**src/pkg/gpio_err_pkg.sv**
```systemverilog
// Purpose: shared constants and types for the error flag and gpio block
// Assumes: 20 MHz core clock, 4-bit register pointer, 8-bit register data
// Notes:   offsets are register pointers on the serial register port
package gpio_err_pkg;

    // clock and time base
    localparam int CLK_PERIOD_NS = 50;
    localparam int TICK_NS       = 1000;
    localparam int TICK_CYC      = (TICK_NS + CLK_PERIOD_NS - 1) / CLK_PERIOD_NS;
    localparam int BUF_STEP_US   = 8;

    // register pointers
    localparam logic [3:0] REG_GAIN_MUX   = 4'h0;
    localparam logic [3:0] REG_OUT_STAGE  = 4'h1;
    localparam logic [3:0] REG_BUF_TIME   = 4'h3;
    localparam logic [3:0] REG_ERR_STATUS = 4'h4;
    localparam logic [3:0] REG_GPIO_DATA  = 4'h5;
    localparam logic [3:0] REG_SWITCHES   = 4'h6;
    localparam logic [3:0] REG_GPIO_PINS  = 4'h7;
    localparam logic [3:0] REG_GPIO_DIR   = 4'h8;
    localparam logic [3:0] REG_CS_MODE    = 4'h9;
    localparam logic [3:0] REG_ERR_MASK   = 4'ha;
    localparam logic [3:0] REG_ERR_CFG    = 4'hb;
    localparam logic [3:0] REG_SF_ROUTE   = 4'hc;

    // reset values
    localparam logic [7:0] RST_GAIN_MUX  = 8'h00;
    localparam logic [7:0] RST_OUT_STAGE = 8'h00;
    localparam logic [7:0] RST_BUF_TIME  = 8'h00;
    localparam logic [7:0] RST_GPIO_DATA = 8'h00;
    localparam logic [7:0] RST_SWITCHES  = 8'h00;
    localparam logic [7:0] RST_GPIO_DIR  = 8'h00;
    localparam logic [7:0] RST_CS_MODE   = 8'h00;
    localparam logic [7:0] RST_ERR_MASK  = 8'h1f;
    localparam logic [7:0] RST_ERR_CFG   = 8'h00;
    localparam logic [7:0] RST_SF_ROUTE  = 8'h00;

    // field positions
    localparam int MUX_LSB       = 0;
    localparam int MUX_W         = 3;
    localparam int OUT_MULT_BIT  = 0;
    localparam int BUFFER_TIMEOUT_LSB    = 0;
    localparam int BUFFER_TIMEOUT_W      = 4;
    localparam int FILT_LSB      = 0;
    localparam int FILT_W        = 4;
    localparam int LATCH_DIS_BIT = 4;
    localparam int BLANK_DIS_BIT = 5;
    localparam int CHK_EN_BIT    = 6;
    localparam int SF_OSC_BIT    = 6;
    localparam int SF_SYNC_BIT   = 7;
    localparam int SW_W          = 5;

    // error status bits
    localparam int ERR_IOV   = 0;
    localparam int ERR_GAIN  = 1;
    localparam int ERR_OUT   = 2;
    localparam int ERR_CLAMP = 3;
    localparam int ERR_CHK   = 4;
    localparam int BUFFER_ACTIVE_BIT  = 5;
    localparam int NUM_ERR   = 5;

    // gpio pin roles in special-function mode
    localparam int PIN_EXT_SELECT_BIT0 = 0;
    localparam int PIN_EXT_SELECT_BIT1 = 1;
    localparam int PIN_EXT_SELECT_BIT2 = 2;
    localparam int PIN_EF   = 3;
    localparam int PIN_BUFT = 4;
    localparam int PIN_BUFFER_ACTIVE = 5;

    typedef struct packed {
        logic       wrEn;
        logic [3:0] addr;
        logic [7:0] wrData;
    } reg_req_t;

    typedef struct packed {
        logic iov;
        logic gain;
        logic clamp;
        logic outClip;
        logic outOvercur;
    } err_sense_t;

endpackage : gpio_err_pkg

```
**src/logic/error_flags_and_gpio_control.sv**
```systemverilog
// Purpose: error flag latching, combined error output and gpio pin control
// Assumes: register port already decoded from the serial frame; sensors asynchronous
// Notes:   one filter instance per analog sensor; gpio count is a parameter
`timescale 1ns/1ps

module err_filter #(
    parameter int LEN_W = 4
) (
    input  wire logic             clk,
    input  wire logic             srst,
    input  wire logic             tick,
    input  wire logic [LEN_W-1:0] len,
    input  wire logic             din,
    output logic                  dout
);
    logic [LEN_W-1:0] cnt_r;

    // a zero-width length field cannot hold a delay
    if (LEN_W < 1) begin : gBadLen
        $error("filter length field needs at least one bit");
    end

    always_ff @(posedge clk) begin
        if (srst || !din) begin
            cnt_r <= '0;
        end else if (tick && cnt_r != len) begin
            cnt_r <= cnt_r + 1'b1;
        end
    end

    assign dout = din && (cnt_r == len);
endmodule : err_filter

module error_flags_and_gpio_control
    import gpio_err_pkg::*;
#(
    parameter int NUM_GPIO = 6
) (
    input  wire logic                 clk,
    input  wire logic                 srst,
    input  wire gpio_err_pkg::reg_req_t regReq,
    output logic [7:0]                regRdData,
    input  wire gpio_err_pkg::err_sense_t errSense,
    input  wire logic                 checksumFault,
    input  wire logic                 bufTrigCmd,
    input  wire logic                 csActive,
    input  wire logic [2:0]           csIndex,
    input  wire logic [NUM_GPIO-1:0]  gpioIn,
    output logic [NUM_GPIO-1:0]       gpioOut,
    output logic [NUM_GPIO-1:0]       gpioOe_n,
    output logic                      errorOut,
    output logic                      bufferActive,
    output logic                      sync_in_a,
    output logic                      outGainMult,
    output logic [SW_W-1:0]           switchCtrl,
    output logic [7:0]                gainSetting
);
    import gpio_err_pkg::*;

    // pin roles, read-back packing and the cs decode are laid out for six pins
    if (NUM_GPIO != 6) begin : gBadGpio
        $error("pin roles are fixed for six gpio pins");
    end
    // the tick counter is five bits wide
    if (TICK_CYC < 1 || TICK_CYC > 32) begin : gBadTick
        $error("tick divider does not fit its counter");
    end
    // the buffer sub-step counter is four bits wide
    if (BUF_STEP_US < 1 || BUF_STEP_US > 16) begin : gBadStep
        $error("buffer step does not fit its counter");
    end
    // status read-back packs the flags just below the buffer bit
    if (NUM_ERR != BUFFER_ACTIVE_BIT) begin : gBadStat
        $error("status layout does not match flag count");
    end

    logic [7:0] gainMux_r, outStage_r, bufTime_r, gpioData_r, switches_r;
    logic [7:0] gpioDir_r, csMode_r, errMask_r, errCfg_r, sfRoute_r;
    logic [NUM_ERR-1:0] errFlags_r;
    logic [4:0]  tickCnt_r;
    logic        tick;
    logic        oscillator_out_r;
    logic [NUM_GPIO-1:0] pinMeta_r, pinSync_r;
    logic [4:0]  senseMeta_r, senseSync_r;
    logic [4:0]  senseFilt;
    logic [NUM_ERR-1:0] liveErr;
    logic        blank;
    logic        latchDis;
    logic        bufActive_r;
    logic [7:0]  bufCnt_r;
    logic [3:0]  bufUnit_r;
    logic        bufTrigPin_r;
    logic        bufStart;
    logic        wrHit;
    logic [NUM_GPIO-1:0] sfOut;
    logic [NUM_GPIO-1:0] sfEn;
    logic [NUM_ERR-1:0]  w1cMask;

    assign wrHit = regReq.wrEn;

    // flag bits written as one to the status register
    assign w1cMask = (wrHit && regReq.addr == REG_ERR_STATUS)
                   ? regReq.wrData[NUM_ERR-1:0] : '0;

    // one-microsecond enable for filters, buffer timer and oscillator out
    always_ff @(posedge clk) begin
        if (srst || tickCnt_r == 5'(TICK_CYC - 1)) begin
            tickCnt_r <= '0;
        end else begin
            tickCnt_r <= tickCnt_r + 5'd1;
        end
    end
    assign tick = (tickCnt_r == 5'(TICK_CYC - 1));

    always_ff @(posedge clk) begin
        if (srst) begin
            oscillator_out_r <= 1'b0;
        end else if (tick) begin
            oscillator_out_r <= ~oscillator_out_r;
        end
    end

    // configuration registers
    always_ff @(posedge clk) begin
        if (srst) begin
            gainMux_r  <= RST_GAIN_MUX;
            outStage_r <= RST_OUT_STAGE;
            bufTime_r  <= RST_BUF_TIME;
            gpioData_r <= RST_GPIO_DATA;
            switches_r <= RST_SWITCHES;
            gpioDir_r  <= RST_GPIO_DIR;
            csMode_r   <= RST_CS_MODE;
            errMask_r  <= RST_ERR_MASK;
            errCfg_r   <= RST_ERR_CFG;
            sfRoute_r  <= RST_SF_ROUTE;
        end else if (wrHit) begin
            case (regReq.addr)
                REG_GAIN_MUX:  gainMux_r  <= regReq.wrData;
                REG_OUT_STAGE: outStage_r <= regReq.wrData;
                REG_BUF_TIME:  bufTime_r  <= regReq.wrData;
                REG_GPIO_DATA: gpioData_r <= regReq.wrData;
                REG_SWITCHES:  switches_r <= regReq.wrData;
                REG_GPIO_DIR:  gpioDir_r  <= regReq.wrData;
                REG_CS_MODE:   csMode_r   <= regReq.wrData;
                REG_ERR_MASK:  errMask_r  <= regReq.wrData;
                REG_ERR_CFG:   errCfg_r   <= regReq.wrData;
                REG_SF_ROUTE:  sfRoute_r  <= regReq.wrData;
                default:       ;
            endcase
        end
    end

    assign outGainMult = outStage_r[OUT_MULT_BIT];
    assign switchCtrl  = switches_r[SW_W-1:0];
    assign gainSetting = gainMux_r;

    // two-stage synchronisers for pins and sensors
    always_ff @(posedge clk) begin
        if (srst) begin
            pinMeta_r   <= '0;
            pinSync_r   <= '0;
            senseMeta_r <= '0;
            senseSync_r <= '0;
        end else begin
            pinMeta_r   <= gpioIn;
            pinSync_r   <= pinMeta_r;
            senseMeta_r <= errSense;
            senseSync_r <= senseMeta_r;
        end
    end

    genvar g;
    generate
        for (g = 0; g < 5; g++) begin : gFilt
            err_filter #(.LEN_W(FILT_W)) uFilt (
                .clk  (clk),
                .srst (srst),
                .tick (tick),
                .len  (errCfg_r[FILT_LSB +: FILT_W]),
                .din  (senseSync_r[g]),
                .dout (senseFilt[g])
            );
        end
    endgenerate

    assign blank    = bufActive_r && !errCfg_r[BLANK_DIS_BIT];
    assign latchDis = errCfg_r[LATCH_DIS_BIT];

    // struct order: iov, gain, clamp, outClip, outOvercur (msb first)
    always_comb begin
        liveErr = '0;
        liveErr[ERR_IOV]   = senseFilt[4];
        liveErr[ERR_GAIN]  = senseFilt[3];
        liveErr[ERR_CLAMP] = senseFilt[2];
        liveErr[ERR_OUT]   = senseFilt[1] | senseFilt[0];
        liveErr[ERR_CHK]   = checksumFault && errCfg_r[CHK_EN_BIT];
        if (blank) begin
            liveErr = '0;
        end
    end

    always_ff @(posedge clk) begin
        if (srst) begin
            errFlags_r <= '0;
        end else if (latchDis) begin
            errFlags_r <= liveErr;
        end else begin
            errFlags_r <= (errFlags_r & ~w1cMask) | liveErr;
        end
    end

    always_ff @(posedge clk) begin
        if (srst) begin
            errorOut <= 1'b0;
        end else begin
            errorOut <= |(errFlags_r & errMask_r[NUM_ERR-1:0]);
        end
    end

    // buffer trigger from the special-function pin, rising edge
    always_ff @(posedge clk) begin
        if (srst) begin
            bufTrigPin_r <= 1'b0;
        end else begin
            bufTrigPin_r <= pinSync_r[PIN_BUFT] && sfEn[PIN_BUFT];
        end
    end
    assign bufStart = bufTrigCmd || (pinSync_r[PIN_BUFT] && sfEn[PIN_BUFT] && !bufTrigPin_r);

    always_ff @(posedge clk) begin
        if (srst) begin
            bufActive_r <= 1'b0;
            bufCnt_r    <= '0;
            bufUnit_r   <= '0;
        end else if (bufStart) begin
            bufActive_r <= 1'b1;
            bufCnt_r    <= {4'h0, bufTime_r[BUFFER_TIMEOUT_LSB +: BUFFER_TIMEOUT_W]};
            bufUnit_r   <= 4'(BUF_STEP_US - 1);
        end else if (bufActive_r && tick) begin
            if (bufUnit_r != 4'h0) begin
                bufUnit_r <= bufUnit_r - 4'h1;
            end else if (bufCnt_r == 8'h00) begin
                bufActive_r <= 1'b0;
            end else begin
                bufCnt_r  <= bufCnt_r - 8'h01;
                bufUnit_r <= 4'(BUF_STEP_US - 1);
            end
        end
    end
    assign bufferActive = bufActive_r;

    // sync input only when pin 2 is routed as a special-function input
    assign sync_in_a = sfRoute_r[SF_SYNC_BIT] && sfEn[PIN_EXT_SELECT_BIT2] && pinSync_r[PIN_EXT_SELECT_BIT2];

    always_comb begin
        sfEn  = sfRoute_r[NUM_GPIO-1:0];
        sfOut = '0;
        sfOut[PIN_EXT_SELECT_BIT0] = gainMux_r[MUX_LSB];
        sfOut[PIN_EXT_SELECT_BIT1] = gainMux_r[MUX_LSB + 1];
        sfOut[PIN_EXT_SELECT_BIT2] = gainMux_r[MUX_LSB + 2];
        sfOut[PIN_EF]   = errorOut;
        sfOut[PIN_BUFFER_ACTIVE] = sfRoute_r[SF_OSC_BIT] ? oscillator_out_r : bufActive_r;
    end

    always_ff @(posedge clk) begin
        if (srst) begin
            gpioOut  <= '0;
            gpioOe_n <= '1;
        end else begin
            for (int i = 0; i < NUM_GPIO; i++) begin
                gpioOe_n[i] <= !gpioDir_r[i];
                if (sfEn[i]) begin
                    gpioOut[i] <= sfOut[i];
                end else if (csMode_r[i]) begin
                    gpioOut[i] <= !(csActive && csIndex == 3'(i));
                end else begin
                    gpioOut[i] <= gpioData_r[i];
                end
            end
        end
    end

    // register read
    always_ff @(posedge clk) begin
        if (srst) begin
            regRdData <= 8'h00;
        end else begin
            case (regReq.addr)
                REG_GAIN_MUX:   regRdData <= gainMux_r;
                REG_OUT_STAGE:  regRdData <= outStage_r;
                REG_BUF_TIME:   regRdData <= bufTime_r;
                REG_ERR_STATUS: regRdData <= {2'b00, bufActive_r, errFlags_r};
                REG_GPIO_DATA:  regRdData <= gpioData_r;
                REG_SWITCHES:   regRdData <= switches_r;
                REG_GPIO_PINS:  regRdData <= {2'b00, pinSync_r};
                REG_GPIO_DIR:   regRdData <= gpioDir_r;
                REG_CS_MODE:    regRdData <= csMode_r;
                REG_ERR_MASK:   regRdData <= errMask_r;
                REG_ERR_CFG:    regRdData <= errCfg_r;
                REG_SF_ROUTE:   regRdData <= sfRoute_r;
                default:        regRdData <= 8'h00;
            endcase
        end
    end

endmodule : error_flags_and_gpio_control

```
**config.mk**
```make
export PLATFORM = sky130hd
export DESIGN_NAME = error_flags_and_gpio_control
export DESIGN_NICKNAME = d
export VERILOG_FILES = /design/src/pkg/gpio_err_pkg.sv /design/src/logic/error_flags_and_gpio_control.sv
export SDC_FILE = /design/constraint.sdc
export NUM_CORES = 1
export LEC_CHECK = 0
export BUFFER_PORTS_ARGS = -buffer_cell sky130_fd_sc_hd__clkbuf_2
export CAP_MARGIN = 20
export CORE_MARGIN = 4
export CORE_UTILIZATION = 40
export CTS_CLUSTER_SIZE = 16
export DETAILED_ROUTE_END_ITERATION = 8
export PLACE_DENSITY = 0.6
export SLEW_MARGIN = 20
export SYNTH_ARGS = -nofsm -noshare
export SYNTH_HDL_FRONTEND = slang
export SYNTH_SLANG_ARGS = --single-unit
```
**constraint.sdc**
```tcl
create_clock -name clk -period 2.5 [get_ports clk]
set_clock_uncertainty 0.15 [all_clocks]
set_input_delay 0 -clock clk [delete_from_list [all_inputs] [get_ports clk]]
set_output_delay 0 -clock clk [all_outputs]
set_load 0.01 [all_outputs]
```
==> results of run 1 <==
==> timing repair <==
item                                   CTS  global route
setup endpoints to repair                0             0
hold buffers                            34             0
endpoints found under the hold margin   98             0
==> power breakdown <==
group | internal, mW | leakage [nW] | switching, mW
sequential | 2.74 | 1.36 | 0.0395
clock | 1.61 | 0.278 | 1.07
combinational | 0.194 | 2.12 | 0.291
==> cells by family after synthesis <==
| family | share of synthesized area |
|---|---|
| buffers and inverters | 0.0458 |
| adders and majority gates | 0.0149 |
| muxes | 0.117 |
| AOI/OAI and AO/OA | 0.148 |
| xor gates and xnor gates | 0.0337 |
| DFF | 0.446 |
| and+or+nand+nor | 0.195 |
==> worst max-delay path by stage <==
stage                             startpoint                              endpoint  slack [ns]  depth (start not counted)
floorplan           bufCnt_r[0]$_SDFFE_PP0P_             bufUnit_r[0]$_SDFFE_PP0P_        0.42                          6
global placement    bufCnt_r[0]$_SDFFE_PP0P_             bufUnit_r[0]$_SDFFE_PP0P_        0.35                          6
detailed placement  bufCnt_r[0]$_SDFFE_PP0P_             bufUnit_r[0]$_SDFFE_PP0P_        0.30                          6
CTS                 bufCnt_r[0]$_SDFFE_PP0P_             bufUnit_r[0]$_SDFFE_PP0P_        0.29                          6
global route        errCfg_r[1]$_SDFFE_PP0P_  gFilt[1].uFilt.cnt_r[3]$_SDFFE_PP0P_        0.07                          4
finish              bufCnt_r[0]$_SDFFE_PP0P_             bufUnit_r[0]$_SDFFE_PP0P_        0.30                          6
==> cells in the final DEF (no fill, tap or decap), types with 26 or more instances in the layout <==
| cell | Yosys | layout |
|---|---|---|
| clkbuf_2 | 0 | 67 |
| mux2i_1 | 80 | 80 |
| xor2_1 | 26 | 26 |
| nand2_1 | 51 | 51 |
| dfxtp_1 | 168 | 168 |
| nor2_1 | 95 | 95 |
| nor2b_1 | 28 | 28 |
| buf_4 | 6 | 35 |
| nand3_1 | 32 | 32 |
| dlygate4sd3_1 | 0 | 34 |
| a21oi_1 | 44 | 44 |
| o21ai_0 | 36 | 36 |
==> final cells by class <==
cell class,count,area (µm²)
repair buffers,137,958
fillers,1761,9170
inverters,18,67.6
multi-input cells,582,3830
flip-flops and latches,168,3360
clock inverters,8,123
well taps,229,287
clock buffers,22,464
==> worst max-delay path, cell delays in order (launching register included) <==
cell     delay (ns)
dfxtp_1        0.34
inv_1          0.10
ha_1           0.15
or3b_2         0.47
or3b_1         0.42
and2_1         0.19
o311a_1        0.28
==> through the flow <==
step	cell area (µm²)	setup WS [ns]	hold slack, ns	total power [mW]	utilization
2_1_floorplan	7540	0.421	-0.0218	3.10	-
3_3_place_gp	8170	0.348	0.0623	3.27	0.447
3_5_place_dp	8170	0.301	0.0639	3.27	0.447
4_1_cts	9100	0.293	0.00274	5.97	0.498
5_1_grt	9100	0.0748	0.0437	6.13	0.498
6_report	9100	0.302	0.0472	5.94	0.498
==> per-layer routing <==
metal	vias to the layer above	track usage	wire [µm]	share of wire
li1	3145	-	-	-
met1	3054	0.278	9920	0.46
met2	199	0.319	9720	0.46
met3	34	0.0377	1210	0.057
met4	0	0.0693	487	0.023
met5	-	0	0	0
==> impl_metrics.py, run 1 <==
metrics = {
    "run_status": {
        "outcome": "finished, final reports clean",
    },
    "floorplan": {
        "core-area_um2": 18300,
        "initial_core_util": 0.413,
        "num_rows": 49,
        "boundaryPins": 69,
        "die_width_um": 145,
        "dieArea_um2": 21100,
        "die_h_um": 145,
    },
    "worst_setup_path": {
        "r2r_slack_ns": 0.30,
        "end_kind": "flip-flop",
        "cp.required_ns": 2.68,
        "worstSetupStartpointType": "flip-flop",
        "cp.arrival_ns": 2.37,
        "reg2reg_to": "bufUnit_r[0]$_SDFFE_PP0P_",
        "crit_fanout": 5,
        "r2r-start": "bufCnt_r[0]$_SDFFE_PP0P_",
        "crit_type": "flip-flop to flip-flop",
        "r2r_cells": 6,
    },
    "power": {
        "powerDensity_nw_per_um2": 652,
        "vdd.ir_drop.worst_v": 0.000486,
        "power.leakage_nw": 3.76,
    },
    "global_routing": {
        "antenna_found_initial": 0,
        "grt_pass1_vias": 6078,
        "grt_max_degree": 57,
        "globalRouteOverflowTotal": 0,
        "grtUsageTotal": 0.202,
        "grt_pass1_wl_um": 34100,
    },
    "timing": {
        "min_period_ns": 2.20,
        "tightest_slew_ns": 0.964,
        "setup_violations": 0,
        "slew_headroom": 0.349,
        "finalSetupTns_ns": 0,
        "finalHoldViolations": 0,
        "rsz0062_at_grt": "no",
        "max_freq_ghz": 0.455,
        "maxSlewViolCount": 0,
        "fin_crit_sh": 0.879,
    },
    "final_layout": {
        "largest_reg_flops": 20,
        "regMostFlops": "gFilt.uFilt.cnt_r",
        "drive_above_1_share": 0.158,
        "area_delta_synth_final_pct": 20.7,
        "layout.nets": 965,
        "final_cells": 1164,
        "antennaDiodeCount": 0,
    },
    "synth": {
        "ys_ff_latch": 168,
        "synth_commonest_cells": "168 x dfxtp_1, 95 x nor2_1, 80 x mux2i_1",
        "synth-edff-count": 0,
        "synth_top_area_share": 0.446,
        "ys_seq_area_frac": 0.446,
        "yosys_warnings": 0,
        "synth_area_leader_cell": "dfxtp_1",
        "syn_inst": 833,
        "synth.most_common_cell": "dfxtp_1",
        "synthArstFlopShare": 0,
        "avgSynthCellArea_um2": 9.05,
        "synth_ff_type": "dfxtp_1",
        "ys_top_cells_by_area": "dfxtp_1 45%, mux2i_1 11%, nor2_1 4.7%",
        "syn_area_um2": 7540,
        "synth.net_count": 874,
        "synthDistinctLibCells": 69,
    },
    "placed_design": {
        "io_buffers": 68,
        "dp.cells": 1100,
        "gp_congestion": 0.876,
        "hpwl_um": 14600,
    },
    "detailed_routing": {
        "drcViolationCount": 0,
        "drtAntennaViolNets": 0,
        "first_iter_violations": 488,
        "wirelength_um": 21300,
        "routed_via_density": 5.53,
        "vias": 6432,
        "drt-pass1-iter-count": 5,
        "wl_per_cell_um": 18.3,
    },
    "clock_tree": {
        "clk_latency_ns": 0.43,
        "clockBufferDepth": 2,
        "clk_pin_slew_worst_paths_ns": 0.07,
        "cts_resized": 0,
        "cts_setup_buffers": 0,
        "h-tree-depth": 4,
        "cts-buffers-inserted": 17,
        "clock-sinks": 168,
        "clock-root-buffer": "clkbuf_16",
        "cts_tree": "built",
    },
    "job": {
        "maxCapViolCount": 0,
    },
    "worst_hold_path": {
        "hold_depth": 3,
        "hold_class": "input pin to flip-flop",
        "min-delay-start": "regReq[9]",
        "hold_end": "regRdData[1]$_SDFF_PP0_",
    },
}
Power figures use the tool's default switching activity.
==> inputs of run 2 (changes only) <==
--- a/config.mk
+++ b/config.mk
@@ -15,4 +15,5 @@
 export SLEW_MARGIN = 20
 export SYNTH_ARGS = -nofsm -noshare
 export SYNTH_HDL_FRONTEND = slang
+export SYNTH_HIERARCHICAL = 1
 export SYNTH_SLANG_ARGS = --single-unit
==> impl_metrics.py, run 2 <==
metrics = {
    "synth": {
        "synth_top_area_share": 0.437,
        "avgSynthCellArea_um2": 8.97,
        "ys_top_cells_by_area": "dfxtp_1 44%, mux2i_1 6.6%, a21oi_1 4.5%",
        "synthDistinctLibCells": 64,
        "synth_ff_type": "dfxtp_1",
        "ys_ff_latch": 168,
        "synth_commonest_cells": "168 x dfxtp_1, 80 x nand2_1, 69 x a21oi_1",
        "synth.net_count": 900,
        "synth-edff-count": 0,
        "synthArstFlopShare": 0,
        "yosys_warnings": 6,
        "synth_area_leader_cell": "dfxtp_1",
        "ys_seq_area_frac": 0.437,
        "syn_area_um2": 7700,
        "synth.most_common_cell": "dfxtp_1",
        "syn_inst": 859,
    },
    "final_layout": {
        "regMostFlops": "gFilt.uFilt/cnt_r",
        "drive_above_1_share": 0.166,
        "layout_commonest_cell": "dfxtp_1",
        "area_delta_synth_final_pct": 19.7,
        "largest_reg_flops": 20,
        "layout.nets": 988,
        "seqCellArea_um2": 3360,
        "multi_input_area_um2": 4010,
        "final_cell_mix": "168 x dfxtp_1, 80 x nand2_1, 69 x a21oi_1",
        "fillers": 1796,
        "postLayoutCoreUtil": 0.490,
        "antennaDiodeCount": 0,
    },
    "timing": {
        "fin_crit_sh": 0.895,
        "max_freq_ghz": 0.447,
        "setup_violations": 0,
        "slew_headroom": 0.555,
        "min_period_ns": 2.24,
        "finalHoldViolations": 0,
        "rsz0062_at_grt": "no",
        "fin_ws_ns": 0.263,
        "finalSetupTns_ns": 0,
        "tightest_slew_ns": 0.666,
        "maxSlewViolCount": 0,
    },
    "clock_tree": {
        "clock-root-buffer": "clkbuf_16",
        "cts_tree": "built",
        "h-tree-depth": 4,
        "clock-sinks": 168,
        "cts_setup_buffers": 0,
        "clk_pin_slew_worst_paths_ns": 0.06,
        "cts-buffers-inserted": 17,
        "clockBufferDepth": 2,
        "clk_latency_ns": 0.43,
    },
    "power": {
        "powerDensity_nw_per_um2": 641,
        "clkPwrFrac": 0.452,
        "pwr-share-comb": 0.078,
        "vdd.ir_drop.worst_v": 0.000466,
        "p_sw_mw": 1.37,
        "finalPower_mw": 5.91,
        "swShare": 0.232,
        "p_int_mw": 4.54,
        "seqPwrFrac": 0.470,
        "power.leakage_nw": 3.71,
    },
    "detailed_routing": {
        "routed_via_density": 5.45,
        "wl_per_cell_um": 18.1,
        "drt-pass1-iter-count": 5,
        "drcViolationCount": 0,
        "drtAntennaViolNets": 0,
        "first_iter_violations": 841,
        "wirelength_um": 22100,
        "vias": 6628,
    },
    "placed_design": {
        "gp_congestion": 0.987,
        "io_buffers": 68,
        "hpwl_um": 15400,
        "pre_cts_ws_ns": 0.463,
    },
    "global_routing": {
        "globalRouteOverflowTotal": 0,
        "grt_pass1_vias": 6352,
        "antenna_found_initial": 0,
        "grtUsageTotal": 0.208,
        "grt_pass1_wl_um": 35400,
        "grt_max_degree": 41,
    },
    "worst_setup_path": {
        "worstSetupStartpointType": "input pin",
        "cp.required_ns": 2.67,
        "crit_path_start": "regReq[9]",
        "r2r-start": "bufUnit_r[0]$_SDFFE_PP0P_",
        "crit_type": "input pin to flip-flop",
        "r2r_slack_ns": 0.45,
        "end_kind": "flip-flop",
        "cp.arrival_ns": 2.40,
        "crit_fanout": 12,
    },
    "floorplan": {
        "initial_core_util": 0.409,
        "core-area_um2": 18800,
        "boundaryPins": 69,
        "die_width_um": 147,
        "die_h_um": 147,
        "dieArea_um2": 21500,
        "num_rows": 50,
    },
    "worst_hold_path": {
        "min-delay-start": "csActive",
        "hold_class": "input pin to flip-flop",
    },
    "job": {
        "maxCapViolCount": 0,
    },
    "run_status": {
        "outcome": "finished, final reports clean",
    },
}
## run 2: changes by cell type after synthesis, sizes merged, moves of 6 or more
cell	before	now
nand2	51	80
o21ai	36	60
clkbuf	46	35
nand2b	6	15
nor2b	28	34
mux2i	80	51
nor2	95	69
a21oi	44	69
## run 2: final timing paths
path / end / cells after the start
setup / recovery: sfRoute_r[7]$_SDFFE_PP0P_ / 9
hold / removal: gpioOut[2]$_SDFF_PP0_ / 5
setup reg to reg: bufCnt_r[2]$_SDFFE_PP0P_ / 6
hold reg to reg: gpioOe_n[4]$_SDFF_PP1_ / 1
## run 2: timing repair
item,CTS,global route
resized for setup,0,0
hold buffers,32,0
endpoints found under the hold margin,112,0
## run 2: worst max-delay path, cell delays in order
cell           delay (ns)
dlygate4sd3_1        0.53
clkbuf_2             0.20
buf_4                0.22
nor2_1               0.29
nand4_2              0.13
buf_4                0.24
mux2i_1              0.17
nor2_1               0.05
dlygate4sd3_1        0.56
## run 2: layout make-up
cell class	count	share of cell area
Clock buffer	21	0.0510
Clock inverter	8	0.0133
Inverter	20	0.00814
Multi-Input combinational cell	614	0.434
Sequential cell	168	0.365
Tap cell	260	0.0353
Timing Repair Buffer	126	0.0931
## run 2: layer usage
layer | part of all wire | vias up | track usage
met2 | 0.44 | 243 | 0.310
met1 | 0.46 | 3145 | 0.300
met3 | 0.074 | 39 | 0.0460
met4 | 0.023 | 0 | 0.0706
met5 | 0 | - | 0
li1 | - | 3201 | -
## run 2: stage by stage
| step | hold WS (ns) | instances | instance area [µm²] |
|---|---|---|---|
| after CTS | 0.00492 | 1217 | 9220 |
| after global placement | 0.0608 | 1156 | 8310 |
| after detailed placement | 0.0636 | 1156 | 8310 |
| after global routing | 0.0642 | 1217 | 9220 |
| final | 0.0295 | 1217 | 9220 |
| after floorplan | -0.0218 | 859 | 7700 |
## run 2: power groups by stage
stage / logic [mW] / registers [mW] / clock network, mW
3_3_place_gp: 0.415 / 2.84 / 0
6_report: 0.461 / 2.78 / 2.67
4_1_cts: 0.454 / 2.78 / 2.71
3_5_place_dp: 0.415 / 2.84 / 0
5_1_grt: 0.502 / 2.78 / 2.84
2_1_floorplan: 0.268 / 2.82 / 0
## run 2: kinds of logic after synthesis
kind of cell,count (synthesis),synth area share
simple gates,313,0.207
compound gates,206,0.179
flops,168,0.437
buf+inv,77,0.0434
mux,58,0.0780
xor+xnor,28,0.0416
fa+ha+maj,9,0.0146
==> inputs of run 3 (changes only) <==
--- a/config.mk
+++ b/config.mk
@@ -5,6 +5,7 @@
 export SDC_FILE = /design/constraint.sdc
 export NUM_CORES = 1
 export LEC_CHECK = 0
+export ABC_AREA = 1
 export BUFFER_PORTS_ARGS = -buffer_cell sky130_fd_sc_hd__clkbuf_2
 export CAP_MARGIN = 20
 export CORE_MARGIN = 4
==> impl_metrics.py, run 3 <==
metrics = {
    "synth": {
        "synth-edff-count": 0,
        "ys_seq_area_frac": 0.429,
        "avgSynthCellArea_um2": 6.68,
        "synth.net_count": 1214,
        "synth.most_common_cell": "nand2_1",
        "synthDistinctLibCells": 30,
        "synth_top_area_share": 0.429,
        "yosys_warnings": 6,
        "synth_commonest_cells": "345 x nand2_1, 168 x dfxtp_1, 132 x inv_1",
        "syn_area_um2": 7840,
        "synthArstFlopShare": 0,
        "synth_area_leader_cell": "dfxtp_1",
        "ys_ff_latch": 168,
        "ys_top_cells_by_area": "dfxtp_1 43%, nand2_1 17%, a21oi_1 7.8%",
        "syn_inst": 1173,
        "synth_ff_type": "dfxtp_1",
    },
    "worst_setup_path": {
        "cp_top_family": "buffers and inverters",
        "crit_fanout": 31,
        "r2r-start": "tickCnt_r[0]$_SDFF_PP0_",
        "cp_slowest_stage_delay_ns": 0.56,
        "worstSetupStartpointType": "input pin",
        "crit_top_cell": "dlygate4sd3_1",
        "end_kind": "flip-flop",
        "crit_path_start": "srst",
        "crit_slowest_cell": "dlygate4sd3_1",
        "cp.required_ns": 2.68,
        "reg2reg_to": "gFilt[4].uFilt/cnt_r[3]$_SDFFE_PP0P_",
        "crit_type": "input pin to flip-flop",
        "critPathBufInv": 5,
        "r2r_slack_ns": 0.46,
        "r2r_cells": 11,
        "cp_cell_sequence": "dlygate4sd3_1 > buf_4 > clkinv_1 > buf_12 > o211ai_1 > a31oi_1 > dlygate4sd3_1",
        "cp.arrival_ns": 2.26,
    },
    "final_layout": {
        "drive_above_1_share": 0.121,
        "final_area_um2": 9310,
        "final_cell_mix": "345 x nand2_1, 168 x dfxtp_1, 132 x inv_1",
        "layout_commonest_cell": "nand2_1",
        "area_delta_synth_final_pct": 18.8,
        "final_cells": 1528,
        "largest_reg_flops": 20,
        "fillers": 1993,
        "antennaDiodeCount": 0,
        "regMostFlops": "gFilt.uFilt/cnt_r",
        "layout.nets": 1298,
    },
    "worst_hold_path": {
        "hold_depth": 5,
        "min-delay-start": "regReq[11]",
        "hold_class": "input pin to flip-flop",
        "hold_end": "errCfg_r[7]$_SDFFE_PP0P_",
    },
    "floorplan": {
        "boundaryPins": 69,
        "die_width_um": 148,
        "initial_core_util": 0.412,
        "num_rows": 50,
        "core-area_um2": 19000,
        "die_h_um": 148,
        "dieArea_um2": 21900,
    },
    "power": {
        "swShare": 0.246,
        "vdd.ir_drop.worst_v": 0.000469,
        "seqPwrFrac": 0.471,
        "clkPwrFrac": 0.447,
        "p_int_mw": 4.45,
        "pwr-share-comb": 0.082,
        "finalPower_mw": 5.90,
        "powerDensity_nw_per_um2": 634,
        "power.leakage_nw": 3.91,
        "p_sw_mw": 1.45,
    },
    "detailed_routing": {
        "routed_via_density": 4.86,
        "drtAntennaViolNets": 0,
        "vias": 7425,
        "wirelength_um": 21900,
        "wl_per_cell_um": 14.3,
        "drcViolationCount": 0,
        "drt-pass1-iter-count": 6,
        "first_iter_violations": 580,
    },
    "placed_design": {
        "io_buffers": 68,
        "dp.cells": 1462,
        "postPlaceCellArea_um2": 8360,
        "gp_congestion": 0.858,
        "hpwl_um": 14800,
    },
    "timing": {
        "min_period_ns": 2.09,
        "maxSlewViolCount": 0,
        "finalSetupTns_ns": 0,
        "finalHoldViolations": 0,
        "rsz0062_at_grt": "no",
        "tightest_slew_ns": 0.672,
        "fin_crit_sh": 0.835,
        "hold_ws_ns": 0.0471,
        "slew_headroom": 0.552,
        "setup_violations": 0,
        "max_freq_ghz": 0.479,
    },
    "run_status": {
        "outcome": "finished, final reports clean",
    },
    "global_routing": {
        "antenna_found_initial": 0,
        "grtUsageTotal": 0.203,
        "gr-usage-met2": 0.329,
        "grt.busiest_layer": "met2",
        "grt_use_met3": 0.0405,
        "globalRouteOverflowTotal": 0,
        "grt_max_degree": 57,
        "grt_use_met1": 0.276,
        "grt_pass1_vias": 6901,
        "grt_pass1_wl_um": 35700,
    },
    "clock_tree": {
        "clk_pin_slew_worst_paths_ns": 0.07,
        "cts_tree": "built",
        "clk_latency_ns": 0.43,
        "clock-sinks": 168,
        "h-tree-depth": 4,
        "clockBufferDepth": 2,
        "cts-buffers-inserted": 17,
        "clock-root-buffer": "clkbuf_16",
        "cts_setup_buffers": 0,
    },
    "job": {
        "maxCapViolCount": 0,
    },
}
[run 3: cell types whose count changed in the layout (fill, tap and decap cells not counted), moves of 27 or more]
cell     change
nor2_1      +50
inv_1      +112
nor2b_1     -34
nand3_1     +86
o21ai_0     -27
mux2i_1     -51
a21oi_1     +53
nand2_1    +265
[run 3: layout make-up]
cell class,instances,area (µm²),share of cell area
clock inverter,10,119,0.0128
sequential,168,3360,0.361
inverter,139,522,0.0560
tap,260,325,0.0349
multi-input combinational,818,3720,0.399
timing repair buffer,113,796,0.0855
clock buffer,20,467,0.0501
[run 3: worst max-delay path by stage]
stage          slack [ns]                                   end  cells past startpoint
2_1_floorplan        0.51  gFilt[0].uFilt/cnt_r[3]$_SDFFE_PP0P_                     10
3_5_place_dp         0.50  gFilt[4].uFilt/cnt_r[3]$_SDFFE_PP0P_                     11
5_1_grt              0.26  gFilt[4].uFilt/cnt_r[3]$_SDFFE_PP0P_                     11
6_report             0.41                 gpioOut[4]$_SDFF_PP0_                      7
3_3_place_gp         0.58  gFilt[1].uFilt/cnt_r[3]$_SDFFE_PP0P_                     11
4_1_cts              0.40                 gpioOut[4]$_SDFF_PP0_                      7
[run 3: cells by family after synthesis]
kind of cell    synth area share
fa+ha+maj                 0.0144
buf+inv                   0.0967
compound gates             0.112
flops                      0.429
simple gates               0.344
xor+xnor                 0.00447
[run 3: power groups by stage]
stage / combinational, mW / sequential [mW] / clock (mW)
after floorplan: 0.297 / 2.83 / 0
after global routing: 0.539 / 2.79 / 2.80
after detailed placement: 0.440 / 2.84 / 0
after CTS: 0.481 / 2.78 / 2.68
after global placement: 0.437 / 2.84 / 0
final: 0.482 / 2.78 / 2.64
[run 3: metal layers]
metal	vias to the layer above	part of all wire	routed length [µm]
met5	-	0	0
met4	0	0.016	358
met3	26	0.045	977
met2	169	0.46	10200
met1	3366	0.47	10400
li1	3864	-	-
[run 3: metrics by stage]
| step | util | worst slack, ns |
|---|---|---|
| finish | 0.489 | 0.413 |
| global route | 0.489 | 0.263 |
| floorplan | - | 0.512 |
| CTS | 0.489 | 0.405 |
| global placement | 0.440 | 0.578 |
| detailed placement | 0.440 | 0.499 |
[run 3: timing repair]
| action | in CTS | in global routing |
|---|---|---|
| hold buffers | 36 | 0 |
| resized for setup | 0 | 0 |
| endpoints found under the hold margin | 96 | 0 |
[run 3: worst min-delay path, stage by stage]
cell and delay, ns:
clkbuf_2 0.15, nand2_2 0.18, nor2_4 0.11, nand3_1 0.08, a21oi_1 0.06
